### src/design/charge_timer_pkg.sv
// Constants, register map and state encoding of the charge timer
package charge_timer_pkg;

	// ****************************************************************
	// Register map
	// ****************************************************************
	localparam logic [7:0] CTRL_OFFSET = 8'h00;
	localparam logic [7:0] STATUS_OFFSET = 8'h04;
	localparam logic [7:0] INT_STATUS_OFFSET = 8'h08;
	localparam logic [7:0] INT_MASK_OFFSET = 8'h0C;
	localparam int CTRL_LED_SEL_BIT = 0;
	localparam logic CTRL_LED_SEL_RESET = 1'b1;
	localparam int STATUS_STATE_LSB = 0;
	localparam int STATUS_POR_BIT = 5;
	localparam int STATUS_SCAN_BIT = 6;
	localparam int STATUS_LED_BIT = 7;
	localparam int STATUS_COUNT_LSB = 16;
	localparam int EVT_WIDTH = 3;
	localparam int EVT_TRICKLE_BIT = 0;
	localparam int EVT_BATT_LOW_BIT = 1;
	localparam int EVT_DISCHARGE_BIT = 2;
	localparam logic [2:0] INT_MASK_RESET = 3'h0;

	// ****************************************************************
	// Timer structure
	// ****************************************************************
	localparam int COUNT_WIDTH = 10;
	localparam int DIV_WIDTH = 17;
	localparam logic [16:0] CHARGE_DIV_MASK = 17'h0_0FFF;
	localparam logic [16:0] DISCH_DIV_MASK = 17'h0_00FF;
	localparam logic [16:0] SELF_DIV_MASK = 17'h1_FFFF;
	localparam int LED_DIV_WIDTH = 8;
	localparam logic [7:0] LED_CHARGE_HALF = 8'h80;
	localparam logic [7:0] LED_ALARM_HALF = 8'h10;
	localparam logic [7:0] TRICKLE_ON_TICKS = 8'h08;
	localparam logic [7:0] TRICKLE_OFF_TICKS = 8'h06;
	localparam int PULSE_WIDTH = 6;
	localparam int PULSE_HALF_BIT = 3;
	localparam int SCAN_LEN = 49;
	localparam int AUX_WIDTH = 8;

	// ****************************************************************
	// Timing
	// ****************************************************************
	localparam int CLK_HZ = 20_000_000;
	localparam int DEBOUNCE_MS = 10;
	localparam int DEBOUNCE_CYCLES = DEBOUNCE_MS * (CLK_HZ / 1000);

	typedef enum logic [4:0] {
		ST_CHARGE = 5'b0_0001,
		ST_TRICKLE = 5'b0_0010,
		ST_DISCH = 5'b0_0100,
		ST_SELF = 5'b0_1000,
		ST_ALARM = 5'b1_0000
	} state_type;

endpackage

### src/design/charge_timer.sv
// Battery charge timer: modes, indication, POR handshake, scan, AHB-Lite
`timescale 1ns/1ps
module charge_timer #(
	parameter int DEBOUNCE_CYCLES = charge_timer_pkg::DEBOUNCE_CYCLES
) (
	input wire logic core_clk,
	input wire logic rst_n,
	input wire logic hsel,
	input wire logic [31:0] haddr,
	input wire logic [1:0] htrans,
	input wire logic hwrite,
	input wire logic [2:0] hsize,
	input wire logic hready,
	input wire logic [31:0] hwdata,
	output logic [31:0] hrdata,
	output logic hreadyout,
	output logic hresp,
	input wire logic supplyRampUp,
	input wire logic mainsSenseIn,
	input wire logic dischargeRequestN,
	input wire logic chargeTick,
	input wire logic dischargeTick,
	input wire logic selfTick,
	input wire logic scanSelect,
	input wire logic scanClkIn,
	input wire logic scanSerialIn,
	output logic ledOut,
	output logic loadSwitchOn,
	output logic lowBattScanSharedOut,
	output logic irq
);

	localparam int DB_WIDTH = $clog2(DEBOUNCE_CYCLES + 1);
	localparam logic [DB_WIDTH-1:0] DB_LAST = DB_WIDTH'(DEBOUNCE_CYCLES - 1);
	localparam int EW = charge_timer_pkg::EVT_WIDTH;

	// ****************************************************************
	// Power-on request handshake
	// ****************************************************************
	logic porReq_q, porReq_d, porSync_q, porSync_d, porAck_q, porAck_d;

	always_comb
	begin
		// A new ramp wins over an acknowledge in the same cycle
		porReq_d = supplyRampUp | (porReq_q & ~porAck_q);
		porSync_d = porReq_q;
		porAck_d = porSync_q;
	end

	// Request starts set: the flops come up in power-on state
	always_ff @(posedge core_clk or negedge rst_n)
	begin
		if (!rst_n)
		begin
			porReq_q <= 1'b1;
			porSync_q <= 1'b0;
			porAck_q <= 1'b0;
		end
		else
		begin
			porReq_q <= porReq_d;
			porSync_q <= porSync_d;
			porAck_q <= porAck_d;
		end
	end

	// ****************************************************************
	// Discharge request debounce
	// ****************************************************************
	logic disStable_q, disStable_d, disFall;
	logic [DB_WIDTH-1:0] dbCnt_q, dbCnt_d;

	always_comb
	begin
		disStable_d = disStable_q;
		dbCnt_d = '0;
		if (dischargeRequestN != disStable_q)
		begin
			if (dbCnt_q == DB_LAST)
				disStable_d = dischargeRequestN;
			else
				dbCnt_d = dbCnt_q + 1'b1;
		end
		disFall = disStable_q & ~disStable_d;
	end

	always_ff @(posedge core_clk or negedge rst_n)
	begin
		if (!rst_n)
		begin
			disStable_q <= 1'b1;
			dbCnt_q <= '0;
		end
		else
		begin
			disStable_q <= disStable_d;
			dbCnt_q <= dbCnt_d;
		end
	end

	// ****************************************************************
	// Timer, indication and scan chain
	// ****************************************************************
	charge_timer_pkg::state_type state_q, state_d;
	logic [9:0] cnt_q, cnt_d, cntPerm;
	logic [16:0] div_q, div_d, divMask;
	logic [7:0] ledDiv_q, ledDiv_d;
	logic [5:0] pulseCnt_q, pulseCnt_d;
	logic [7:0] aux_q, aux_d;
	logic led_q, led_d, sharedOut_q, sharedOut_d, load_q, load_d;
	logic scanClkPrev_q, scanEdge, tick, divWrap, ledSel_q;
	logic [48:0] chain, chainNext;
	logic [EW-1:0] evt;

	always_comb
	begin
		state_d = state_q;
		cnt_d = cnt_q;
		div_d = div_q;
		ledDiv_d = ledDiv_q;
		pulseCnt_d = pulseCnt_q;
		aux_d = aux_q;
		led_d = led_q;
		evt = '0;
		scanEdge = scanClkIn & ~scanClkPrev_q;
		// Output end first: MSB, aux, pulse, LED, divider, bits 1..8, LSB.
		// The output flop mirrors the end bit, so a loopback closes a
		// ring of exactly 49 places and 49 pulses restore the state.
		chain = {cnt_q[0], cnt_q[8:1], div_q, ledDiv_q, pulseCnt_q, aux_q,
			cnt_q[9]};
		chainNext = {scanSerialIn, chain[48:1]};
		cntPerm = {chainNext[0], chainNext[47:40], chainNext[48]};
		case (state_q)
			charge_timer_pkg::ST_CHARGE,
			charge_timer_pkg::ST_TRICKLE:
			begin
				tick = chargeTick;
				divMask = charge_timer_pkg::CHARGE_DIV_MASK;
			end
			charge_timer_pkg::ST_DISCH:
			begin
				tick = dischargeTick;
				divMask = charge_timer_pkg::DISCH_DIV_MASK;
			end
			default:
			begin
				tick = selfTick;
				divMask = charge_timer_pkg::SELF_DIV_MASK;
			end
		endcase
		divWrap = tick && ((div_q & divMask) == divMask);
		if (porSync_q)
		begin
			state_d = charge_timer_pkg::ST_CHARGE;
			cnt_d = '0;
			div_d = '0;
			ledDiv_d = '0;
			pulseCnt_d = '0;
			aux_d = '0;
			led_d = 1'b0;
		end
		else if (scanSelect)
		begin
			// Normal operation is frozen while the chain is read
			if (scanEdge)
			begin
				cnt_d = cntPerm;
				div_d = chainNext[39:23];
				ledDiv_d = chainNext[22:15];
				pulseCnt_d = chainNext[14:9];
				aux_d = chainNext[8:1];
			end
		end
		else if (disFall && state_q != charge_timer_pkg::ST_DISCH
			&& state_q != charge_timer_pkg::ST_ALARM)
		begin
			state_d = charge_timer_pkg::ST_DISCH;
			div_d = '0;
			evt[charge_timer_pkg::EVT_DISCHARGE_BIT] = 1'b1;
		end
		else
		begin
			if (tick)
				div_d = divWrap ? '0 : div_q + 1'b1;
			case (state_q)
				charge_timer_pkg::ST_CHARGE:
				begin
					if (!mainsSenseIn)
						state_d = charge_timer_pkg::ST_SELF;
					else if (divWrap && cnt_q == '1)
					begin
						state_d = charge_timer_pkg::ST_TRICKLE;
						evt[charge_timer_pkg::EVT_TRICKLE_BIT] = 1'b1;
					end
					else if (divWrap)
						cnt_d = cnt_q + 1'b1;
					if (!ledSel_q)
						led_d = 1'b0;
					else if (chargeTick)
					begin
						ledDiv_d = ledDiv_q + 1'b1;
						if (ledDiv_d == charge_timer_pkg::LED_CHARGE_HALF)
						begin
							led_d = ~led_q;
							ledDiv_d = '0;
						end
					end
				end
				charge_timer_pkg::ST_TRICKLE:
				begin
					if (!mainsSenseIn)
						state_d = charge_timer_pkg::ST_SELF;
					// On phase counts charge ticks, off phase counts self ticks
					if ((led_q && chargeTick) || (!led_q && selfTick))
					begin
						ledDiv_d = ledDiv_q + 1'b1;
						if (ledDiv_d == (led_q ? charge_timer_pkg::TRICKLE_ON_TICKS
							: charge_timer_pkg::TRICKLE_OFF_TICKS))
						begin
							led_d = ~led_q;
							ledDiv_d = '0;
						end
					end
				end
				charge_timer_pkg::ST_DISCH:
				begin
					if (divWrap && cnt_q <= 10'h001)
					begin
						state_d = charge_timer_pkg::ST_ALARM;
						cnt_d = '0;
						evt[charge_timer_pkg::EVT_BATT_LOW_BIT] = 1'b1;
					end
					else if (divWrap)
						cnt_d = cnt_q - 1'b1;
					if (!ledSel_q)
						led_d = 1'b0;
					else if (dischargeTick)
					begin
						ledDiv_d = ledDiv_q + 1'b1;
						if (ledDiv_d == charge_timer_pkg::LED_ALARM_HALF)
						begin
							led_d = ~led_q;
							ledDiv_d = '0;
						end
					end
				end
				charge_timer_pkg::ST_SELF:
				begin
					// An empty counter idles here without a new alarm
					if (mainsSenseIn)
						state_d = charge_timer_pkg::ST_CHARGE;
					else if (divWrap && cnt_q != '0)
					begin
						cnt_d = cnt_q - 1'b1;
						if (cnt_q == 10'h001)
						begin
							state_d = charge_timer_pkg::ST_ALARM;
							evt[charge_timer_pkg::EVT_BATT_LOW_BIT] = 1'b1;
						end
					end
				end
				charge_timer_pkg::ST_ALARM:
				begin
					if (selfTick)
					begin
						pulseCnt_d = pulseCnt_q + 1'b1;
						if (pulseCnt_q == '1)
							state_d = charge_timer_pkg::ST_SELF;
					end
				end
				default:
					state_d = charge_timer_pkg::ST_CHARGE;
			endcase
			if (state_d != state_q)
			begin
				ledDiv_d = '0;
				led_d = (state_d == charge_timer_pkg::ST_TRICKLE);
				div_d = '0;
			end
		end
		if (scanSelect)
			sharedOut_d = scanEdge ? chainNext[0] : chain[0];
		else
			sharedOut_d = (state_q == charge_timer_pkg::ST_ALARM)
				&& !pulseCnt_q[charge_timer_pkg::PULSE_HALF_BIT];
		load_d = (state_d == charge_timer_pkg::ST_CHARGE)
			|| (state_d == charge_timer_pkg::ST_TRICKLE && led_d);
	end

	always_ff @(posedge core_clk or negedge rst_n)
	begin
		if (!rst_n)
		begin
			state_q <= charge_timer_pkg::ST_CHARGE;
			cnt_q <= '0;
			div_q <= '0;
			ledDiv_q <= '0;
			pulseCnt_q <= '0;
			aux_q <= '0;
			led_q <= 1'b0;
			sharedOut_q <= 1'b0;
			load_q <= 1'b0;
			scanClkPrev_q <= 1'b0;
		end
		else
		begin
			state_q <= state_d;
			cnt_q <= cnt_d;
			div_q <= div_d;
			ledDiv_q <= ledDiv_d;
			pulseCnt_q <= pulseCnt_d;
			aux_q <= aux_d;
			led_q <= led_d;
			sharedOut_q <= sharedOut_d;
			load_q <= load_d;
			scanClkPrev_q <= scanClkIn;
		end
	end

	assign ledOut = led_q;
	assign loadSwitchOn = load_q;
	assign lowBattScanSharedOut = sharedOut_q;

	// ****************************************************************
	// AHB-Lite slave and interrupts
	// ****************************************************************
	logic addrPhase, wrPend_q, wrPend_d, ledSel_d, irq_q, irq_d;
	logic [7:0] addr_q, addr_d;
	logic [31:0] rdata_q, rdata_d;
	logic [EW-1:0] intSt_q, intSt_d, intMask_q, intMask_d, clr;

	always_comb
	begin
		addrPhase = hsel && hready && htrans[1];
		wrPend_d = addrPhase && hwrite;
		addr_d = addrPhase ? haddr[7:0] : addr_q;
		ledSel_d = ledSel_q;
		intMask_d = intMask_q;
		clr = '0;
		if (wrPend_q)
		begin
			case (addr_q)
				charge_timer_pkg::CTRL_OFFSET:
					ledSel_d = hwdata[charge_timer_pkg::CTRL_LED_SEL_BIT];
				charge_timer_pkg::INT_STATUS_OFFSET:
					clr = hwdata[EW-1:0];
				charge_timer_pkg::INT_MASK_OFFSET:
					intMask_d = hwdata[EW-1:0];
				default:
					clr = '0;
			endcase
		end
		// A new event wins over a clear in the same cycle
		intSt_d = (intSt_q & ~clr) | evt;
		irq_d = |(intSt_d & intMask_d);
		rdata_d = '0;
		if (addrPhase && !hwrite)
		begin
			case (haddr[7:0])
				charge_timer_pkg::CTRL_OFFSET:
					rdata_d[charge_timer_pkg::CTRL_LED_SEL_BIT] = ledSel_q;
				charge_timer_pkg::STATUS_OFFSET:
				begin
					rdata_d[charge_timer_pkg::STATUS_STATE_LSB +: 5] = state_q;
					rdata_d[charge_timer_pkg::STATUS_POR_BIT] = porReq_q;
					rdata_d[charge_timer_pkg::STATUS_SCAN_BIT] = scanSelect;
					rdata_d[charge_timer_pkg::STATUS_LED_BIT] = led_q;
					rdata_d[charge_timer_pkg::STATUS_COUNT_LSB +: 10] = cnt_q;
				end
				charge_timer_pkg::INT_STATUS_OFFSET:
					rdata_d[EW-1:0] = intSt_q;
				charge_timer_pkg::INT_MASK_OFFSET:
					rdata_d[EW-1:0] = intMask_q;
				default:
					rdata_d = '0;
			endcase
		end
	end

	always_ff @(posedge core_clk or negedge rst_n)
	begin
		if (!rst_n)
		begin
			wrPend_q <= 1'b0;
			addr_q <= '0;
			rdata_q <= '0;
			ledSel_q <= charge_timer_pkg::CTRL_LED_SEL_RESET;
			intSt_q <= '0;
			intMask_q <= charge_timer_pkg::INT_MASK_RESET;
			irq_q <= 1'b0;
		end
		else
		begin
			wrPend_q <= wrPend_d;
			addr_q <= addr_d;
			rdata_q <= rdata_d;
			ledSel_q <= ledSel_d;
			intSt_q <= intSt_d;
			intMask_q <= intMask_d;
			irq_q <= irq_d;
		end
	end

	assign hrdata = rdata_q;
	assign hreadyout = 1'b1;
	assign hresp = 1'b0;
	assign irq = irq_q;

	// ****************************************************************
	// Assertions
	// ****************************************************************
	a_por_sync_stage: assert property (@(posedge core_clk) disable iff (!rst_n)
		$rose(porReq_q) |=> porSync_q && !porAck_q)
		else $error("power-on request not synchronised");
	a_por_ack_clear: assert property (@(posedge core_clk) disable iff (!rst_n)
		porSync_q && !supplyRampUp |=> porAck_q ##1 !porReq_q)
		else $error("power-on request not acknowledged");
	a_por_hold: assert property (@(posedge core_clk) disable iff (!rst_n)
		(porReq_q && !porAck_q) || supplyRampUp |=> porReq_q)
		else $error("power-on request dropped early");
	a_por_start: assert property (@(posedge core_clk) disable iff (!rst_n)
		porSync_q |=> state_q == charge_timer_pkg::ST_CHARGE && cnt_q == '0)
		else $error("no fresh charge start after power-on");
	a_dis_start: assert property (@(posedge core_clk) disable iff (!rst_n)
		disFall && !porSync_q && !scanSelect
		&& state_q == charge_timer_pkg::ST_CHARGE
		|=> state_q == charge_timer_pkg::ST_DISCH)
		else $error("discharge request ignored");
	a_debounce_len: assert property (@(posedge core_clk) disable iff (!rst_n)
		$changed(disStable_q) |-> $past(dbCnt_q) == DB_LAST)
		else $error("debounce accepted early");
	a_scan_freeze: assert property (@(posedge core_clk) disable iff (!rst_n)
		scanSelect && !scanEdge && !porSync_q |=> $stable(cnt_q)
		&& $stable(state_q))
		else $error("state changed while scanning");
	a_scan_shift: assert property (@(posedge core_clk) disable iff (!rst_n)
		scanSelect && scanEdge |=> sharedOut_q == $past(chainNext[0]))
		else $error("scan output did not advance");
	a_scan_input: assert property (@(posedge core_clk) disable iff (!rst_n)
		scanSelect && scanEdge && !porSync_q |=> cnt_q[0] == $past(scanSerialIn))
		else $error("scan input not at counter LSB");
	a_low_pulses: assert property (@(posedge core_clk) disable iff (!rst_n)
		!scanSelect && state_q == charge_timer_pkg::ST_ALARM
		|=> sharedOut_q == !$past(pulseCnt_q[3]))
		else $error("battery-low pulse level wrong");
	a_trickle_switch: assert property (@(posedge core_clk) disable iff (!rst_n)
		state_q == charge_timer_pkg::ST_CHARGE && divWrap && cnt_q == '1
		&& mainsSenseIn && !scanSelect && !porSync_q && !disFall
		|=> state_q == charge_timer_pkg::ST_TRICKLE && led_q)
		else $error("no switch to trickle charge");
	a_led_charge: assert property (@(posedge core_clk) disable iff (!rst_n)
		state_q == charge_timer_pkg::ST_CHARGE && ledSel_q && chargeTick
		&& ledDiv_q == 8'h7F && mainsSenseIn && !divWrap && !scanSelect
		&& !porSync_q && !disFall |=> led_q != $past(led_q))
		else $error("charge blink rate wrong");

endmodule

### config.mk
export PLATFORM = sky130hd
export DESIGN_NAME = charge_timer
export DESIGN_NICKNAME = d
export VERILOG_FILES = /design/src/design/charge_timer_pkg.sv /design/src/design/charge_timer.sv
export SDC_FILE = /design/constraint.sdc
export NUM_CORES = 1
export LEC_CHECK = 0
export ABC_CLOCK_PERIOD_IN_PS = 8240
export BUFFER_PORTS_ARGS = -buffer_cell sky130_fd_sc_hd__buf_2
export CAP_MARGIN = 20
export CORE_ASPECT_RATIO = 0.5
export CORE_UTILIZATION = 51
export DETAILED_ROUTE_END_ITERATION = 8
export GPL_TIMING_DRIVEN = 0
export PLACE_DENSITY = 0.84
export SETUP_SLACK_MARGIN = 0.02
export SYNTH_ARGS = -nofsm -noshare
export SYNTH_HDL_FRONTEND = slang
export SYNTH_SLANG_ARGS = --single-unit
export TNS_END_PERCENT = 100
### constraint.sdc
create_clock -name core_clk -period 8.24 [get_ports core_clk]
set_input_delay 2.06 -clock core_clk [delete_from_list [all_inputs] [get_ports core_clk]]
set_output_delay 2.06 -clock core_clk [all_outputs]
set_load 0.1 [all_outputs]
* After elaboration in Yosys (flattened, before gate mapping)
Cells that the tools add are included.
** Operators by class
- Add/sub/neg operators :: 6
- $lt $le $gt $ge :: 1
- Eq/ne operators :: 38
- Mux-type cells :: 101
- Bitwise gates (word level) :: 13
- Reductions and logical operators :: 37
** Operators by type and width (number)
- $mux 8 :: 16
- $mux 10 :: 12
- $mux 17 :: 7
- $mux 5 :: 16
- $mux 18 :: 2
- $mux 6 :: 6
- $ne 5x5->1 const B :: 7
- $pmux 17 s2 :: 1
- $eq 8x4->1 const B :: 4
- $pmux 10 s3 :: 1
- $mux 26 :: 1
- $pmux 5 s5 :: 1
- $mux 1 :: 24
- $pmux 8 s3 :: 1
- $ne 4x4->1 const B :: 5
- $add 18x1->18 const B :: 1
- $eq 18x18->1 const B :: 1
- $mux 3 :: 6
- $add 17x1->17 const B :: 1
- $and 17x17->17 :: 1
- $eq 17x17->1 :: 1
- $logic_not 8->1 :: 2
- $eq 5x2->1 const B :: 3
- $logic_and 1x1->1 :: 14
- 46 further kinds :: 62
** Word-level totals
- Register bits :: 129

* Longest topological paths before layout
Gate-level depths: netlist (run 1).
- Depth after elaboration :: 20
- Gate-level depth with buffers :: 11
- Gate-level depth less buffers :: 9

* Worst setup path after synthesis (run 1)
Ideal clock, no wire load.
- Path kind :: input to register
- From :: input port selfTick
- To :: register div_q[13]
- Setup time :: 126 ps
- Arrival :: 3755 ps
- Slack :: 4358 ps
- Stages :: 8
- Buffers on the path :: 1
- Path through :: inv_1 -> o311ai_4 -> a31oi_1 -> a21oi_4 -> a211oi_2 -> or2_0 -> buf_2 -> a221o_1
** Between the ends
- Longest elaborated chain between the ends :: 14
- Elaborated cells between the ends (all ways) :: 24
- Those cells by class :: 1 x eq/ne; 17 x mux; 6 x reduce/logical
** RTL lines
- start, declared :: RTL line charge_timer.sv:23 : input wire logic selfTick,
- $pmux 1 s2 :: RTL line charge_timer.sv:133 : case (state_q)
- $logic_and 1x1->1 :: RTL line charge_timer.sv:151 : divWrap = tick && ((div_q & divMask) == divMask);
- $logic_and 1x1->1 (on tied branches) :: RTL line charge_timer.sv:252, charge_timer.sv:190
- $mux 5 (on tied branches) :: RTL line charge_timer.sv:252, charge_timer.sv:190
- $mux 5 (on tied branches) :: RTL line charge_timer.sv:250, charge_timer.sv:188
- $pmux 5 s5 :: RTL line charge_timer.sv:185 : case (state_q)
- $mux 5 :: RTL line charge_timer.sv:174 : else if (disFall && state_q != charge_timer_pkg::ST_DISCH
- $mux 5 :: RTL line charge_timer.sv:162 : else if (scanSelect)
- $mux 5 :: RTL line charge_timer.sv:152 : if (porSync_q)
- $ne 5x5->1 :: RTL line charge_timer.sv:274 : if (state_d != state_q)
- $mux 17 :: RTL line charge_timer.sv:274
- $mux 17 :: RTL line charge_timer.sv:174
- $mux 17 :: RTL line charge_timer.sv:162
- $mux 17 :: RTL line charge_timer.sv:152
- end signal, assigned :: RTL line charge_timer.sv:309 : div_q <= div_d;
- end, declared :: RTL line charge_timer.sv:106 : logic [16:0] div_q, div_d, divMask;
Parallel ways exist; a longest one is shown, timed or not. The select of a mux whose other input is x is not followed.
A chain may end at the register's enable or synchronous reset.

* Worst setup path in the final report (run 1)
Ends and elaborated chain as after synthesis.

==> flow_metrics.env, run 1 <==
export IMPL_max_slew_margin=0.188
export IMPL_crit_required_ns=8.59
export IMPL_dpl_cell_area_um2=7470
export IMPL_cts_resized=0
export IMPL_grt_max_degree=66
export IMPL_worst_pin_slew_ns=1.20
export IMPL_comb_power_share=0.135
export IMPL_setup_worst_path_end_class="register"
export IMPL_netlist_area_leader_share=0.399
export IMPL_port_buffers=45
export IMPL_intPower_uw=1100
export IMPL_arrival_ns=4.39
export IMPL_grt_use_total=0.270
export IMPL_critical_path_max_fanout=8
export IMPL_period_needed_ns=4.04
export IMPL_finalSetupViolCount=0
export IMPL_initial_utilization=0.535
export IMPL_clkLatencyLatePin_ns=0.42
export IMPL_power_frac_seq=0.393
export IMPL_die_y_um=84.6
export IMPL_numCtsBuffers=17
export IMPL_worst_setup_path_type="input pin to register"
export IMPL_hold_start="porReq_q$_DFF_PN1_"
export IMPL_skew_ns=0.00807
export IMPL_die_area_um2=14100
export IMPL_cts_setup_buffers=0
export IMPL_layout_cells_non_filler=1040
export IMPL_io_pins=121
export IMPL_root_buffer="clkbuf_16"
export IMPL_die_w_um=167
export IMPL_p_clk_frac=0.472
export IMPL_ant_nets=0
export IMPL_grt_overflow=0
export IMPL_avgSynthCellArea_um2=8.94
export IMPL_drv_slew=0
export IMPL_grt_pass1_wl_um=30100
export IMPL_clock_sinks=115
export IMPL_power_density_nw_per_um2=190
export IMPL_synth_top_area_cell="dfrtp_1"
export IMPL_reg2reg_to="div_q[2]$_DFFE_PN0P_"
export IMPL_final_area_um2=8050
export IMPL_async_reset_ff_frac=1.00
export IMPL_ir_drop_uv=159
export IMPL_fmax_mhz=247
export IMPL_finalNetCount=948
export IMPL_leakagePower_uw=0.00345
export IMPL_p_total_uw=1530
export IMPL_dp_cells=1008
export IMPL_synth_flop_cell="dfrtp_1"
export IMPL_num_rows=29
export IMPL_power_switching_uw=434
export IMPL_netlist_area_um2=6950
export IMPL_rsz0062_at_grt="no"
export IMPL_synth_cell_type_count=81
export IMPL_ys_ff_latch=115
export IMPL_grt_pass1_vias=6002
export IMPL_first_iter_violations=750
export IMPL_min_period_over_period=0.491
export IMPL_drc_errors=0
export IMPL_cts_hold_repair_buffers=0
export IMPL_htreeDepth=4
export IMPL_hpwl_um=12800
export IMPL_reg2reg_slack_ns=4.63
export IMPL_place_gp_congestion=0.995
export IMPL_netlist_instances=778
export IMPL_dr_pass1_iters=5
export IMPL_viasPerCell=6.22
export IMPL_synthToLayoutAreaGrowth_pct=15.8
export IMPL_clk_pin_slew_ns=0.05
export IMPL_yosysSeqAreaShare=0.415
export IMPL_outcome="complete, no violations"
export IMPL_yosysWarningCount=0
export IMPL_switching_share=0.284
export IMPL_reg2reg_depth=11
export IMPL_drive_gt1_frac=0.170
export IMPL_synth_area_top_cells="dfrtp_1 (40%), nand2_1 (4.0%), nand3_1 (3.2%)"
export IMPL_synthMostInstantiatedCell="dfrtp_1"
export IMPL_cts_tree="yes"
export IMPL_drv_cap=0
export IMPL_min_path_cells=0
export IMPL_diodes=0
export IMPL_post_drt_wl_per_cell_um=17.8
export IMPL_synth_top_cells_by_count="dfrtp_1 (111), nand2_1 (75), nor2_1 (53), nand3_1 (44), inv_1 (39)"
export IMPL_antenna_found_initial=0
export IMPL_timing_final_hold_violations=0
export IMPL_core_area_um2=13000
export IMPL_min_to="porAck_d$_DFF_PN0_"
export IMPL_timing_critical_path_from="selfTick"
export IMPL_critPathLaunchType="input pin"
export IMPL_routed_wl_um=18500
export IMPL_hold_class="register to register"
export IMPL_clk_path_buf_depth=2
export IMPL_vias=6467
export IMPL_tns_ns=0
export IMPL_r2r_start="state_q[3]$_DFF_PN0_"
export IMPL_synth_edff_count=0
## power by group through the flow
stage,clock network (µW),logic [µW],registers [µW]
after floorplan,0,144,611
after global placement,0,197,609
after detailed placement,0,203,611
after CTS,725,205,601
after global routing,756,223,604
final,723,207,602
## registers in the layout, summed over array words and instances (netlist names)
register,cells
dbCnt_q,18
porAck_q,1
aux_q,8
hrdata,18
loadSwitchOn,1
ledOut,1
ledSel_q,1
lowBattScanSharedOut,1
addr_q,8
intMask_q,3
div_q,17
pulseCnt_q,6
disStable_q,1
wrPend_q,1
porAck_d,1
irq,1
intSt_q,3
state_q,5
cnt_q,10
porReq_q,1
scanClkPrev_q,1
ledDiv_q,8
## cell type report
cell class	instances	area [µm²]
fillers	1066	4940
clock buffers	19	443
repair buffers	47	260
inverters	39	146
multi-input cells	580	3680
clock inverters	12	133
flip-flops and latches	115	2880
well taps	170	213
plain buffers	58	300
## how the worst max path moves through the flow
stage               cells past startpoint  slack [ns]                 endpoint
CTS                                     8        4.26  ledDiv_q[0]$_DFFE_PN0P_
floorplan                               8        4.36    div_q[13]$_DFFE_PN0P_
global route                            8        4.11    div_q[15]$_DFFE_PN0P_
finish                                  8        4.20    div_q[13]$_DFFE_PN0P_
detailed placement                      8        3.83  ledDiv_q[7]$_DFFE_PN0P_
global placement                        1        3.78     hrdata[19]$_DFF_PN0_
## routing by layer
layer / wire (µm) / track usage / share of wire / up-vias
met1: 8050 / 0.365 / 0.44 / 3076
li1: - / - / - / 2992
met3: 1760 / 0.0717 / 0.095 / 43
met2: 8330 / 0.420 / 0.45 / 356
met4: 338 / 0.0976 / 0.018 / 0
met5: 0 / 0 / 0 / -
## cells by family after synthesis
logic type / after synthesis / share of synthesized area
other cells: 2 / 0.00108
simple gates: 311 / 0.233
fa+ha+maj: 7 / 0.0126
mux: 19 / 0.0320
xor+xnor: 24 / 0.0302
flops: 115 / 0.415
compound gates: 203 / 0.212
buf+inv: 97 / 0.0642
## critical path, stage by stage
cell	delay [ns]
buf_2	0.16
inv_1	0.09
o311ai_4	0.49
a31oi_1	0.29
a21oi_4	0.28
a211oi_2	0.15
nor3_1	0.60
a221o_1	0.27
## cells in the final DEF (no fill, tap or decap), drive strengths merged, types with 10 or more instances in the layout
cell,instances
o22ai,13
a31oi,10
o21ai,39
dfrtp,111
buf,72
clkbuf,52
nor3,22
inv,41
and2,21
mux2,16
nand4,18
a21oi,42
xnor2,12
xor2,12
and3,16
nand3,45
or3,11
nor2,53
nand2,75
a22oi,15
conb,16
a211oi,12
## metrics by stage
step,hold WS [ns],utilization,setup WS (ns)
after CTS,0.415,0.620,4.26
after global placement,0.398,0.573,3.78
final,0.414,0.620,4.20
after floorplan,0.394,-,4.36
after global routing,0.419,0.620,4.11
after detailed placement,0.408,0.575,3.83
No activity file was read; power rests on OpenSTA's default activity.
==> run 2, diff against run 1 <==
--- a/config.mk
+++ b/config.mk
@@ -5,14 +5,14 @@
 export SDC_FILE = /design/constraint.sdc
 export NUM_CORES = 1
 export LEC_CHECK = 0
-export ABC_CLOCK_PERIOD_IN_PS = 8240
+export ABC_CLOCK_PERIOD_IN_PS = 3300
 export BUFFER_PORTS_ARGS = -buffer_cell sky130_fd_sc_hd__buf_2
 export CAP_MARGIN = 20
 export CORE_ASPECT_RATIO = 0.5
 export CORE_UTILIZATION = 51
 export DETAILED_ROUTE_END_ITERATION = 8
 export GPL_TIMING_DRIVEN = 0
-export PLACE_DENSITY = 0.84
+export PLACE_DENSITY = 0.87
 export SETUP_SLACK_MARGIN = 0.02
 export SYNTH_ARGS = -nofsm -noshare
 export SYNTH_HDL_FRONTEND = slang
==> constraint.sdc (replaced) <==
create_clock -name core_clk -period 3.3 [get_ports core_clk]
set_input_delay 0.825 -clock core_clk [delete_from_list [all_inputs] [get_ports core_clk]]
set_output_delay 0.825 -clock core_clk [all_outputs]
set_load 0.1 [all_outputs]
==> flow_metrics.env, run 2 (synthesized netlist as in run 1, its figures left out) <==
export IMPL_outcome="complete, no violations"
export IMPL_first_iter_violations=814
export IMPL_grt_pass1_vias=6197
export IMPL_rsz0062_at_grt="yes"
export IMPL_clock_sinks=115
export IMPL_power_density_nw_per_um2=478
export IMPL_skew_ns=0.00776
export IMPL_num_rows=29
export IMPL_clk_path_buf_depth=2
export IMPL_initial_utilization=0.535
export IMPL_final_cell_mix="dfrtp_1 (111), nand2_1 (75), nor2_1 (53)"
export IMPL_setup_worst_path_end_class="register"
export IMPL_vias=6643
export IMPL_drv_cap=0
export IMPL_die_y_um=84.6
export IMPL_hold_class="register to register"
export IMPL_worst_setup_path_type="register to register"
export IMPL_cts_hold_repair_buffers=0
export IMPL_place_gp_congestion=0.969
export IMPL_dp_cells=1008
export IMPL_post_drt_wl_per_cell_um=18.1
export IMPL_die_w_um=167
export IMPL_ir_drop_uv=375
export IMPL_ant_nets=0
export IMPL_drv_slew=0
export IMPL_routed_wl_um=18900
export IMPL_worst_path_buf_inv=1
export IMPL_crit_path_frequent_cell="a21oi_4"
export IMPL_critical_path_max_fanout=10
export IMPL_htreeDepth=4
export IMPL_dr_pass1_iters=9
export IMPL_final_common_cell="dfrtp_1"
export IMPL_whs_ns=0.402
export IMPL_numCtsBuffers=17
export IMPL_grt_overflow=0
export IMPL_finalSetupViolCount=0
export IMPL_port_buffers=45
export IMPL_grt_use_total=0.276
export IMPL_period_needed_ns=3.23
export IMPL_core_area_um2=13000
export IMPL_clkLatencyLatePin_ns=0.42
export IMPL_min_period_over_period=0.978
export IMPL_clk_pin_slew_ns=0.06
export IMPL_critPathLaunchType="register"
export IMPL_root_buffer="clkbuf_16"
export IMPL_cts_tree="yes"
export IMPL_grt_pass1_wl_um=31000
export IMPL_crit_required_ns=3.59
export IMPL_layout_cells_non_filler=1045
export IMPL_antenna_found_initial=0
export IMPL_hpwl_um=12800
export IMPL_fmax_mhz=310
export IMPL_viasPerCell=6.36
export IMPL_timing_final_hold_violations=0
export IMPL_grt_max_degree=71
export IMPL_leakagePower_uw=0.00352
export IMPL_path_cells="buf_4 -> or2_1 -> nor3_4 -> o221a_4 -> nand3_2 -> a21oi_4 -> a21oi_2 -> a21oi_4 -> mux2_2"
export IMPL_io_pins=121
export IMPL_diodes=0
export IMPL_worst_pin_slew_ns=1.10
export IMPL_finalNetCount=952
export IMPL_max_slew_margin=0.262
export IMPL_synthToLayoutAreaGrowth_pct=18.4
export IMPL_path_delay_family="compound AO/OA/AOI/OAI gates"
export IMPL_drc_errors=0
export IMPL_crit_path_max_incr_delay_ns=0.43
export IMPL_slowest_stage="nor3_4"
export IMPL_drive_gt1_frac=0.192
export IMPL_die_area_um2=14100
export IMPL_arrival_ns=3.52
==> run 2: cell types whose count changed in the layout (fill, tap and decap cells not counted), moves of 3 or more <==
cell,change
nor3_4,+3
clkbuf_2,+4
clkbuf_1,-6
buf_4,+6
==> run 2: path summary, 6_finish.rpt <==
check / depth (start not counted) / end / start / slack (ns)
worst max-delay path: 9 / ledDiv_q[0]$_DFFE_PN0P_ / state_q[0]$_DFF_PN1_ / 0.07
worst min-delay path: 0 / porAck_d$_DFF_PN0_ / porReq_q$_DFF_PN1_ / 0.40
worst max register to register: 9 / ledDiv_q[0]$_DFFE_PN0P_ / state_q[0]$_DFF_PN1_ / 0.07
worst min register to register: 0 / porAck_d$_DFF_PN0_ / porReq_q$_DFF_PN1_ / 0.40
max in group asynchronous: 2 / ledSel_q$_DFFE_PN1P_ / rst_n / 2.09
min in group asynchronous: 1 / div_q[8]$_DFFE_PN0P_ / rst_n / 0.43
==> run 2: final cells by class <==
cell class | count | area [µm²]
plain buffers | 56 | 300
flip-flops and latches | 115 | 2880
clock inverters | 14 | 179
clock buffers | 18 | 429
repair buffers | 53 | 305
well taps | 170 | 213
fillers | 1006 | 4760
inverters | 39 | 146
multi-input cells | 580 | 3780
==> run 2: timing repair <==
| action | 4_1_cts | 5_1_grt |
|---|---|---|
| pin swaps | 1 | 3 |
| buffers inserted | 2 | 4 |
| resized for setup | 7 | 17 |
| setup endpoints to repair | 39 | 38 |
==> run 2: where the power goes <==
group	internal [µW]	switching, µW
registers	1460	44.6
logic	165	379
clock network	1200	696
==> run 2: worst register-to-register path: stages (launching register included) <==
cell     delay [ns]
dfstp_2        0.36
buf_4          0.18
or2_1          0.38
nor3_4         0.43
o221a_4        0.35
nand3_2        0.16
a21oi_4        0.33
a21oi_2        0.23
a21oi_4        0.31
mux2_2         0.38
==> run 2: layer usage <==
| metal | routed length (µm) | GRT usage | vias up | share of wire |
|---|---|---|---|---|
| met5 | 0 | 0 | - | 0 |
| met4 | 421 | 0.103 | 0 | 0.022 |
| met3 | 1740 | 0.0504 | 59 | 0.092 |
| met2 | 8770 | 0.438 | 423 | 0.46 |
| met1 | 8010 | 0.378 | 3170 | 0.42 |
| li1 | - | - | 2991 | - |
==> run 2: through the flow <==
stage / power, µW / area [µm²] / TNS [ns] / util / setup WS (ns)
floorplan: 1890 / 7010 / 0 / - / 0.268
global placement: 2010 / 7440 / -4.28 / 0.573 / -0.232
detailed placement: 2030 / 7470 / -4.79 / 0.575 / -0.262
CTS: 3920 / 8140 / 0 / 0.627 / 0.00196
global route: 4060 / 8230 / -0.114 / 0.634 / -0.0273
finish: 3940 / 8230 / 0 / 0.634 / 0.0719
